<file path="src/design/ccr_defs.vh">
`ifndef CCR_DEFS_VH
`define CCR_DEFS_VH

// ---------------------------------------------
// register byte offsets
// ---------------------------------------------
`define CCR_OFF_TAIL 8'h00
`define CCR_OFF_FEAT_LO 8'h04
`define CCR_OFF_FEAT_HI 8'h08
`define CCR_OFF_REQ 8'h0c
`define CCR_OFF_RES 8'h10

// ---------------------------------------------
// card specific data tail fields
// ---------------------------------------------
`define CCR_GRP_SIZE_LSB 0
`define CCR_GRP_EN_BIT 7
`define CCR_FACTOR_LSB 8
`define CCR_WBLEN_LSB 11
`define CCR_PARTIAL_BIT 15
`define CCR_FMT_GRP_BIT 16
`define CCR_COPY_BIT 17
`define CCR_PERM_BIT 18
`define CCR_TEMP_BIT 19
`define CCR_FMT_LSB 20
`define CCR_CKSUM_LSB 22

// ---------------------------------------------
// access request and result fields
// ---------------------------------------------
`define CCR_REQ_LEN_LSB 0
`define CCR_REQ_ERASE_BIT 12
`define CCR_REQ_SECURE_BIT 13
`define CCR_RES_OK_BIT 0
`define CCR_RES_PROT_BIT 1
`define CCR_RES_LEN_BIT 2
`define CCR_RES_OVR_BIT 3

// ---------------------------------------------
// configuration register fields and codes
// ---------------------------------------------
`define CCR_LAYOUT_V10 4'h0
`define CCR_SPEC_V101 4'h0
`define CCR_SEC_PROT2 3'h2
`define CCR_SEC_NONE 3'h0
`define CCR_WIDTHS_1_4 4'h5
`define CCR_SCR_RSVD 16'h0000

// ---------------------------------------------
// block sizes and response codes
// ---------------------------------------------
`define CCR_BLK_UNIT 12'h200
`define CCR_BLEN_MIN 4'h9
`define CCR_BLEN_MAX 4'hb
`define CCR_RESP_OKAY 2'h0
`define CCR_RESP_SLVERR 2'h2

`endif

</file>
<file path="src/design/ccr_scr_image.v">
`timescale 1ns/1ps
`include "ccr_defs.vh"

// factory image of the 64-bit feature configuration word
module ccr_feature_image #(
	parameter ERASE_STATE = 1'b0,
	parameter SECURITY = 3'h2,
	parameter WRITABLE = 1'b1,
	parameter [31:0] MAKER_FIELD = 32'h0000_0000
) (
	// image
	output wire [63:0] featWord
);
	// a writable card must not claim no security
	wire [2:0] secCode;
	assign secCode = (WRITABLE && SECURITY == `CCR_SEC_NONE) ? `CCR_SEC_PROT2 : SECURITY;

	// fixed layout, no write path exists at all
	assign featWord = {`CCR_LAYOUT_V10,
		`CCR_SPEC_V101,
		ERASE_STATE,
		secCode,
		`CCR_WIDTHS_1_4,
		`CCR_SCR_RSVD,
		MAKER_FIELD};
endmodule

</file>
<file path="src/design/ccr_access_check.v">
`timescale 1ns/1ps
`include "ccr_defs.vh"

// judges one write or erase request against the protect bits
module ccr_access_check (
	// request
	input wire [11:0] reqLen,
	input wire reqErase,
	input wire reqSecure,
	// card state
	input wire permProtect,
	input wire tempProtect,
	input wire partialOk,
	input wire [3:0] blkLenCode,
	// verdict
	output wire refuseProt,
	output wire refuseLen
);
	wire [12:0] fullLen;
	wire fullOk;
	wire partOk;

	// secured area stays reachable under either protect bit
	assign refuseProt = ~reqSecure & (permProtect | tempProtect);

	// full block or a whole number of 512-byte units below it
	assign fullLen = 13'h0001 << blkLenCode;
	assign fullOk = (reqLen[8:0] == 9'h000) && (reqLen != 12'h000)
		&& ({1'b0, reqLen} <= fullLen);
	assign partOk = (reqLen != 12'h000) && ({1'b0, reqLen} <= fullLen);
	// erase carries no length
	assign refuseLen = ~reqErase & ~(partialOk ? partOk : fullOk);
endmodule

</file>
<file path="src/design/ccr_top.v">
`timescale 1ns/1ps
`include "ccr_defs.vh"

module ccr_top #(
	parameter [3:0] READ_BLK_LEN = 4'h9,
	parameter [6:0] GROUP_SIZE = 7'h00,
	parameter GROUP_ENABLE = 1'b1,
	parameter [2:0] PROG_FACTOR = 3'h0,
	parameter PARTIAL_WRITE = 1'b0,
	parameter IS_ROM = 1'b0,
	parameter [1:0] FORMAT_INIT = 2'h0,
	parameter [6:0] CHECKSUM_INIT = 7'h00,
	parameter ERASE_STATE = 1'b0,
	parameter [2:0] SECURITY = 3'h2,
	parameter [31:0] MAKER_FIELD = 32'h0000_0000
) (
	// clock and reset
	input wire clk_sys,
	input wire rst_n,
	// write address channel
	input wire [7:0] awaddr,
	input wire [2:0] awprot,
	input wire awvalid,
	output wire awready,
	// write data channel
	input wire [31:0] wdata,
	input wire [3:0] wstrb,
	input wire wvalid,
	output wire wready,
	// write response channel
	output wire [1:0] bresp,
	output wire bvalid,
	input wire bready,
	// read address channel
	input wire [7:0] araddr,
	input wire [2:0] arprot,
	input wire arvalid,
	output wire arready,
	// read data channel
	output wire [31:0] rdata,
	output wire [1:0] rresp,
	output wire rvalid,
	input wire rready,
	// card state
	output wire contentLocked,
	output wire groupProtectAvail
);
	// ---------------------------------------------
	// helpers
	// ---------------------------------------------
	// byte-lane merge of a write onto a stored word
	function [31:0] laneMerge;
		input [31:0] oldWord;
		input [31:0] newWord;
		input [3:0] strb;
		integer i;
		begin
			laneMerge = oldWord;
			for (i = 0; i < 4; i = i + 1) begin
				if (strb[i]) begin
					laneMerge[i*8 +: 8] = newWord[i*8 +: 8];
				end
			end
		end
	endfunction

	// is an offset one of ours
	function isMapped;
		input [7:0] addr;
		begin
			isMapped = (addr == `CCR_OFF_TAIL) || (addr == `CCR_OFF_FEAT_LO)
				|| (addr == `CCR_OFF_FEAT_HI) || (addr == `CCR_OFF_REQ)
				|| (addr == `CCR_OFF_RES);
		end
	endfunction

	// ---------------------------------------------
	// declarations
	// ---------------------------------------------
	reg awready_q;
	reg wready_q;
	reg awHeld_q;
	reg wHeld_q;
	reg [7:0] awAddr_q;
	reg [31:0] wData_q;
	reg [3:0] wStrb_q;
	reg bvalid_q;
	reg [1:0] bresp_q;
	reg arready_q;
	reg rvalid_q;
	reg [31:0] rdata_q;
	reg [1:0] rresp_q;
	reg fmtGroup_q;
	reg copy_q;
	reg perm_q;
	reg temp_q;
	reg [1:0] fmt_q;
	reg [6:0] cksum_q;
	reg [13:0] req_q;
	reg checkGo_q;
	reg resOk_q;
	reg resProt_q;
	reg resLen_q;
	reg overwrite_q;
	reg locked_q;
	reg groupAvail_q;
	wire awTake;
	wire wTake;
	wire doWrite;
	wire [31:0] tailWord;
	wire [31:0] resWord;
	wire [31:0] tailMerged;
	wire [31:0] resMerged;
	wire [63:0] featWord;
	wire refuseProt;
	wire refuseLen;
	wire [3:0] writeBlkLen;
	wire ovrAttempt;
	reg [31:0] readMux;

	// ---------------------------------------------
	// read-only card geometry
	// ---------------------------------------------
	// write length never differs from read length
	assign writeBlkLen = READ_BLK_LEN;

	// the tail of the card specific data as software sees it
	assign tailWord = {3'h0,
		cksum_q,
		fmt_q,
		temp_q,
		perm_q,
		copy_q,
		fmtGroup_q,
		PARTIAL_WRITE,
		writeBlkLen,
		PROG_FACTOR,
		GROUP_ENABLE,
		GROUP_SIZE};

	assign resWord = {28'h0000000, overwrite_q, resLen_q, resProt_q, resOk_q};

	// ---------------------------------------------
	// submodules
	// ---------------------------------------------
	ccr_feature_image #(
		.ERASE_STATE(ERASE_STATE),
		.SECURITY(SECURITY),
		.WRITABLE(~IS_ROM),
		.MAKER_FIELD(MAKER_FIELD)
	) ccr_feature_image_inst (
		.featWord(featWord)
	);

	ccr_access_check ccr_access_check_inst (
		.reqLen(req_q[11:0]),
		.reqErase(req_q[`CCR_REQ_ERASE_BIT]),
		.reqSecure(req_q[`CCR_REQ_SECURE_BIT]),
		.permProtect(perm_q),
		.tempProtect(temp_q),
		.partialOk(PARTIAL_WRITE),
		.blkLenCode(writeBlkLen),
		.refuseProt(refuseProt),
		.refuseLen(refuseLen)
	);

	// ---------------------------------------------
	// write address and data capture
	// ---------------------------------------------
	assign awTake = awvalid & awready_q;
	assign wTake = wvalid & wready_q;
	// both halves held and no answer pending yet
	assign doWrite = awHeld_q & wHeld_q & ~bvalid_q;

	// each channel taken on its own, in either order
	always @(posedge clk_sys) begin
		if (!rst_n) begin
			awready_q <= 1'b0;
			wready_q <= 1'b0;
			awHeld_q <= 1'b0;
			wHeld_q <= 1'b0;
			awAddr_q <= 8'h00;
			wData_q <= 32'h0000_0000;
			wStrb_q <= 4'h0;
		end else begin
			if (awTake) begin
				awAddr_q <= awaddr;
				awHeld_q <= 1'b1;
				awready_q <= 1'b0;
			end else if (doWrite) begin
				awHeld_q <= 1'b0;
			end else if (!awHeld_q && !bvalid_q) begin
				awready_q <= 1'b1;
			end
			if (wTake) begin
				wData_q <= wdata;
				wStrb_q <= wstrb;
				wHeld_q <= 1'b1;
				wready_q <= 1'b0;
			end else if (doWrite) begin
				wHeld_q <= 1'b0;
			end else if (!wHeld_q && !bvalid_q) begin
				wready_q <= 1'b1;
			end
		end
	end

	// ---------------------------------------------
	// write response
	// ---------------------------------------------
	// read-only targets answer okay and store nothing
	always @(posedge clk_sys) begin
		if (!rst_n) begin
			bvalid_q <= 1'b0;
			bresp_q <= `CCR_RESP_OKAY;
		end else if (doWrite) begin
			bvalid_q <= 1'b1;
			bresp_q <= isMapped(awAddr_q) ? `CCR_RESP_OKAY : `CCR_RESP_SLVERR;
		end else if (bvalid_q && bready) begin
			bvalid_q <= 1'b0;
		end
	end

	// ---------------------------------------------
	// card specific data, writable bits
	// ---------------------------------------------
	assign tailMerged = laneMerge(tailWord, wData_q, wStrb_q);

	// clearing a one-way bit is refused and remembered
	assign ovrAttempt = doWrite && (awAddr_q == `CCR_OFF_TAIL)
		&& ((copy_q && !tailMerged[`CCR_COPY_BIT])
		|| (perm_q && !tailMerged[`CCR_PERM_BIT]));

	// geometry fields are constants, so only these can move
	always @(posedge clk_sys) begin
		if (!rst_n) begin
			fmtGroup_q <= 1'b0;
			copy_q <= 1'b0;
			perm_q <= 1'b0;
			temp_q <= 1'b0;
			fmt_q <= FORMAT_INIT;
			cksum_q <= CHECKSUM_INIT;
		end else if (doWrite && awAddr_q == `CCR_OFF_TAIL) begin
			copy_q <= copy_q | tailMerged[`CCR_COPY_BIT];
			perm_q <= perm_q | tailMerged[`CCR_PERM_BIT];
			temp_q <= tailMerged[`CCR_TEMP_BIT];
			cksum_q <= tailMerged[`CCR_CKSUM_LSB +: 7];
			if (!IS_ROM) begin
				fmtGroup_q <= tailMerged[`CCR_FMT_GRP_BIT];
				fmt_q <= tailMerged[`CCR_FMT_LSB +: 2];
			end
		end
	end

	// ---------------------------------------------
	// access request and verdict
	// ---------------------------------------------
	// a request write starts one check, judged next cycle
	always @(posedge clk_sys) begin
		if (!rst_n) begin
			req_q <= 14'h0000;
			checkGo_q <= 1'b0;
		end else begin
			checkGo_q <= doWrite && (awAddr_q == `CCR_OFF_REQ);
			if (doWrite && awAddr_q == `CCR_OFF_REQ) begin
				req_q <= reqMerge(req_q, wData_q, wStrb_q);
			end
		end
	end

	// request merge keeps unwritten lanes
	function [13:0] reqMerge;
		input [13:0] oldReq;
		input [31:0] newWord;
		input [3:0] strb;
		reg [31:0] merged;
		begin
			merged = laneMerge({18'h00000, oldReq}, newWord, strb);
			reqMerge = merged[13:0];
		end
	endfunction

	// verdict stands until the next request
	always @(posedge clk_sys) begin
		if (!rst_n) begin
			resOk_q <= 1'b0;
			resProt_q <= 1'b0;
			resLen_q <= 1'b0;
		end else if (checkGo_q) begin
			resProt_q <= refuseProt;
			resLen_q <= refuseLen;
			resOk_q <= ~refuseProt & ~refuseLen;
		end
	end

	// ---------------------------------------------
	// overwrite attempt flag
	// ---------------------------------------------
	// set beats a same-cycle write-one clear
	assign resMerged = laneMerge(resWord, wData_q, wStrb_q);
	always @(posedge clk_sys) begin
		if (!rst_n) begin
			overwrite_q <= 1'b0;
		end else if (ovrAttempt) begin
			overwrite_q <= 1'b1;
		end else if (doWrite && awAddr_q == `CCR_OFF_RES
			&& wStrb_q[0] && resMerged[`CCR_RES_OVR_BIT]) begin
			overwrite_q <= 1'b0;
		end
	end

	// ---------------------------------------------
	// read path
	// ---------------------------------------------
	// the feature word has no write path anywhere
	always @* begin
		case (araddr)
			`CCR_OFF_TAIL: readMux = tailWord;
			`CCR_OFF_FEAT_LO: readMux = featWord[31:0];
			`CCR_OFF_FEAT_HI: readMux = featWord[63:32];
			`CCR_OFF_REQ: readMux = {18'h00000, req_q};
			`CCR_OFF_RES: readMux = resWord;
			default: readMux = 32'h0000_0000;
		endcase
	end

	// one read in flight; data sampled when the address is taken
	always @(posedge clk_sys) begin
		if (!rst_n) begin
			arready_q <= 1'b0;
			rvalid_q <= 1'b0;
			rdata_q <= 32'h0000_0000;
			rresp_q <= `CCR_RESP_OKAY;
		end else if (arvalid && arready_q) begin
			arready_q <= 1'b0;
			rvalid_q <= 1'b1;
			rdata_q <= readMux;
			rresp_q <= isMapped(araddr) ? `CCR_RESP_OKAY : `CCR_RESP_SLVERR;
		end else if (rvalid_q && rready) begin
			rvalid_q <= 1'b0;
			arready_q <= 1'b1;
		end else if (!rvalid_q) begin
			arready_q <= 1'b1;
		end
	end

	// ---------------------------------------------
	// card state outputs
	// ---------------------------------------------
	// registered so the pins never glitch on a write
	always @(posedge clk_sys) begin
		if (!rst_n) begin
			locked_q <= 1'b0;
			groupAvail_q <= 1'b0;
		end else begin
			locked_q <= perm_q | temp_q;
			groupAvail_q <= GROUP_ENABLE;
		end
	end

	// ---------------------------------------------
	// port drive
	// ---------------------------------------------
	assign awready = awready_q;
	assign wready = wready_q;
	assign bvalid = bvalid_q;
	assign bresp = bresp_q;
	assign arready = arready_q;
	assign rvalid = rvalid_q;
	assign rdata = rdata_q;
	assign rresp = rresp_q;
	assign contentLocked = locked_q;
	assign groupProtectAvail = groupAvail_q;
endmodule

</file>
<file path="config.mk">
export PLATFORM = sky130hd
export DESIGN_NAME = ccr_top
export DESIGN_NICKNAME = d
export VERILOG_FILES = /design/src/design/ccr_scr_image.v /design/src/design/ccr_access_check.v /design/src/design/ccr_top.v
export VERILOG_INCLUDE_DIRS = /design/src /design/src/design
export SDC_FILE = /design/constraint.sdc
export NUM_CORES = 1
export LEC_CHECK = 0
export BUFFER_PORTS_ARGS = -buffer_cell sky130_fd_sc_hd__buf_2
export CORE_UTILIZATION = 52
export DETAILED_ROUTE_END_ITERATION = 6
export PLACE_DENSITY = 0.79
export SLEW_MARGIN = 0
export SYNTH_ARGS = -nofsm -noshare
export SYNTH_HDL_FRONTEND = slang
export SYNTH_SLANG_ARGS = --single-unit
</file>
<file path="constraint.sdc">
create_clock -name clk_sys -period 2.05 [get_ports clk_sys]
set_input_delay 0.1025 -clock clk_sys [delete_from_list [all_inputs] [get_ports clk_sys]]
set_output_delay 0.1025 -clock clk_sys [all_outputs]
set_load 0.01 [all_outputs]
</file>
==> results <==
- In this run the tightest slew margin relative to its limit is 0.329.
- The number of standard cells in the layout, taps in and fillers out is 687.
- The power density of the placed cells is 731 nW/um2.
- The cell count after synthesis is around 470.
- The static leakage is 2.04 nW.
- The launch point of the worst reg-to-reg path is awAddr_q[6]$_SDFFE_PN0P_.
- The kind of start point of the critical path is a flip-flop.
- The slew at the pin closest to its max-slew limit is about 1.0 ns.
- The worst register-to-register path ends at temp_q$_SDFFE_PN0P_.
- The final critical-path share of the clock period is 0.805.
- In this run the standard cell core region covers 7770 um2.
- Counting along the longest clock path gives a buffer depth of 2.
- The hold violation total from the final report is 0.
- The total congestion overflow after global routing is 0.
- The highest achievable clock rate is between 600 and 700 MHz.
- The maximum fanout encountered on the critical timing path is 15.
- The slack of the worst reg-to-reg path is approximately 0.40 ns.
- The wire length per cell is 12.6 um.
- The final count of pins violating max slew is 0.
- The run finished with clean final reports.
- CTS saw 110 sinks.
- STA puts the critical path data required time at 2.30 ns.
- The sort of element at the end of the critical path is a flip-flop.
- The share of final-layout standard cells stronger than drive strength 1 is 0.203.
- The predominant post-synthesis flop cell is dfxtp_1.
- The cell count after placement is 640.
- Max-cap violations in this run came to 0.
- The synthesized netlist occupies a cell area of 4220 um2.
- The number of H-tree branching levels is 3.
- Counting distinct cell types in the post-synthesis netlist gives a little over 40.
- For this run, the register share of the synthesized area comes to 0.522.
- The synthesized design contains 110 register bits.
- The initial antenna violation count was 0.
- The number of diodes is 0.
- The CTS tree is done.
- The total of warnings raised by yosys is 0.
- The internal power of the cells totals approximately 0.0029 W.
- The final worst setup slack is approximately 0.40 ns.
- The critical setup path kind is flip-flop to flip-flop.
- The floorplan step set the die height to 92.1 um.
- The top cell type by total area after synthesis is dfxtp_1.
- The routed design has 8660 um of wire.
- For this design the top-level I/O count stands at about 110.
- The number of enable flip-flop cells after synthesis is 0.
- Once detailed placement completed, the half-perimeter wirelength came to between 5000 and 6000 um.
- Clock-pin slew was measured on the worst setup and hold paths at about 0.10 ns.
- Setup repair after global routing left no endpoint under its margin.
- Input and output buffers added on the ports amount to 90.
- The number of DRC violations after detailed routing is 0.
- The final worst clock skew is 0.00999 ns.
- The fraction of registers with async set or reset after synthesis is 0.
- The effective utilization at floorplan is 0.543.
- Summing over every cut layer, the via total after detailed routing is roughly 3600.
- Routability-driven placement finished with a final weighted congestion of ~0.76.
- Of the total power, the share spent switching nets is 0.246.
- The number of instances on the worst hold path is 3.
- In the routed layout, each cell is associated on average with a via count of ~5.2.
- The overall die area is roughly 8500 um2.
- The data arrival at the endpoint of the critical path is about 1.9 ns.
- The startpoint identified for the worst hold timing path is wdata[13].
- The source of the critical timing path is awAddr_q[6]$_SDFFE_PN0P_.
- The share of total power dissipated in sequential elements is 0.588.
- The worst ir drop on vdd is around 0.37 mV.
- The reported net switching power is between 0.0009 and 0.001 W.
- The share of total power dissipated in the clock network is 0.326.
- The share of synthesized area in the top cell type comes to 0.522.
- The minimum period implied by the final worst setup slack is 1.65 ns.
- The worst register-to-register path has a depth of 4.
- The end point of the most critical hold path is wData_q[13]$_SDFFE_PN0P_.
- In this run, the number of DRC markers left after iteration 0 of detailed routing was roughly 150.
- The wire length of the first global-routing pass is between 10000 and 15000 um.
- Summed over all failing endpoints, the final setup total negative slack is 0 ns.
- The class of the tightest hold or removal check is input port to flip-flop.
- For this run, the post-layout net count is roughly 650.
- Once the clock tree was built, the setup fixing pass inserted 0 buffers.
- The clock latency on the worst-skew pair is between 0.3 and 0.4 ns.
- From left edge to right edge, the die measures 92.1 um.
- Entering global routing, the biggest net connects 60 pins.
- Setup violations remaining at the end of the flow were counted as 0.
- The average instance in the mapped netlist occupies about 8.9 um2.
- By area the synthesized netlist is led by dfxtp_1 52%, nand2_1 11%, a21boi_0 7.5%, nand3_1 4.3%, o21ai_0 4.0%.
- The number of placement rows is 32.
- Prior to clock tree synthesis, the placed netlist has a worst setup slack of about 0.39 ns.
- The first TritonRoute pass finished after 4 iterations.
- For this run, the total global-route usage over all layers was measured as 0.212.
- Once detail routing completed, the nets flagged for antenna violations numbered 0.
- The layout overhead on the synthesized area is 23.1%.
- The number of global-route vias before repair came to 3186.
- The number of clock buffers added by TritonCTS is 9.
- CTS placed an instance of clkbuf_8 at the clock tree root.
- Of the total power, combinational logic draws 0.086.
## registers in the layout, summed over array words and instances, names as in the netlist, 2 cells and up
register  count
fmt_q         2
cksum_q       7
awAddr_q      8
req_q        14
wData_q      27
wStrb_q       4
rdata        28
## cells by family after synthesis
| group | after synthesis | synth area share |
|---|---|---|
| AO/OA/AOI/OAI | 119 | 0.191 |
| buffers and inverters | 40 | 0.0439 |
| flip-flops | 110 | 0.522 |
| multiplexers | 1 | 0.00237 |
| other | 1 | 0.000889 |
| AND/OR/NAND/NOR | 202 | 0.239 |
## layer usage
layer / up-vias / GRT usage / wire, um
met2: 85 / 0.334 / 3910
met5: - / 0 / 0
met3: 9 / 0.0415 / 409
li1: 1840 / - / -
met4: 0 / 0.0781 / 112
met1: 1621 / 0.287 / 4230
## worst max-delay path: stages (launching register included)
cell and delay (ns):
dfxtp_1 0.35, nor4_4 0.51, nand4b_2 0.39, nand3_1 0.20, o21ai_0 0.09
## power by group through the flow
stage,combinational [W],sequential [W],clock [W]
floorplan,0.000189,0.00227,0
finish,0.000325,0.00223,0.00124
CTS,0.000324,0.00223,0.00126
detailed placement,0.000279,0.00228,0
global route,0.000362,0.00224,0.00134
global placement,0.000273,0.00228,0
## area by class of cell
class | count | area, um2
timing repair buffer | 126 | 798
sequential | 110 | 2200
clock buffer | 11 | 151
multi-input combinational | 328 | 1850
clock inverter | 5 | 43.8
inverter | 5 | 18.8
fill | 643 | 2580
tap | 102 | 128
## layout by cell type, fill, tap and decap left out, types with 5 or more instances in the layout
master and n:
nand2_1 118, dfxtp_1 110, buf_2 90, a21boi_0 42
nand3_1 36, o21ai_0 34, dlygate4sd3_1 31, a22o_1 18
clkbuf_8 11, nor2_1 9, o21ai_1 6, nor2b_1 6
conb_1 6, inv_1 5, clkinv_4 5, buf_4 5
## synthesized netlist by cell type (5+ instances only)
master,instances
a21boi_0,42
buf_1,6
a22o_1,18
nor2_1,9
dfxtp_1,110
inv_1,5
nor2b_1,6
o21ai_0,34
o21ai_1,6
nand3_1,36
buf_4,6
clkbuf_1,18
nand2_1,118
## through the flow
stage / hold WS, ns / util / instance area, um2 / total power (W)
5_1_grt: 0.0117 / 0.668 / 5190 / 0.00395
3_5_place_dp: 0.363 / 0.603 / 4690 / 0.00256
6_report: 0.00819 / 0.668 / 5190 / 0.00379
3_3_place_gp: 0.357 / 0.603 / 4690 / 0.00255
2_1_floorplan: 0.130 / - / 4240 / 0.00246
4_1_cts: 0.00476 / 0.668 / 5190 / 0.00381
## how the worst max path moves through the flow
stage	endpoint	depth (start not counted)
2_1_floorplan	fmt_q[0]$_SDFFE_PN0P_	5
3_3_place_gp	fmtGroup_q$_SDFFE_PN0P_	4
3_5_place_dp	fmt_q[1]$_SDFFE_PN0P_	4
4_1_cts	fmt_q[1]$_SDFFE_PN0P_	4
5_1_grt	rdata[16]$_SDFFE_PN0P_	4
6_report	temp_q$_SDFFE_PN0P_	4
## timing repair
action | in CTS | in global routing
resized for setup | 0 | 0
hold endpoints to repair | 31 | 0
hold buffers | 31 | 0
No activity file was read; power rests on OpenSTA's default activity.
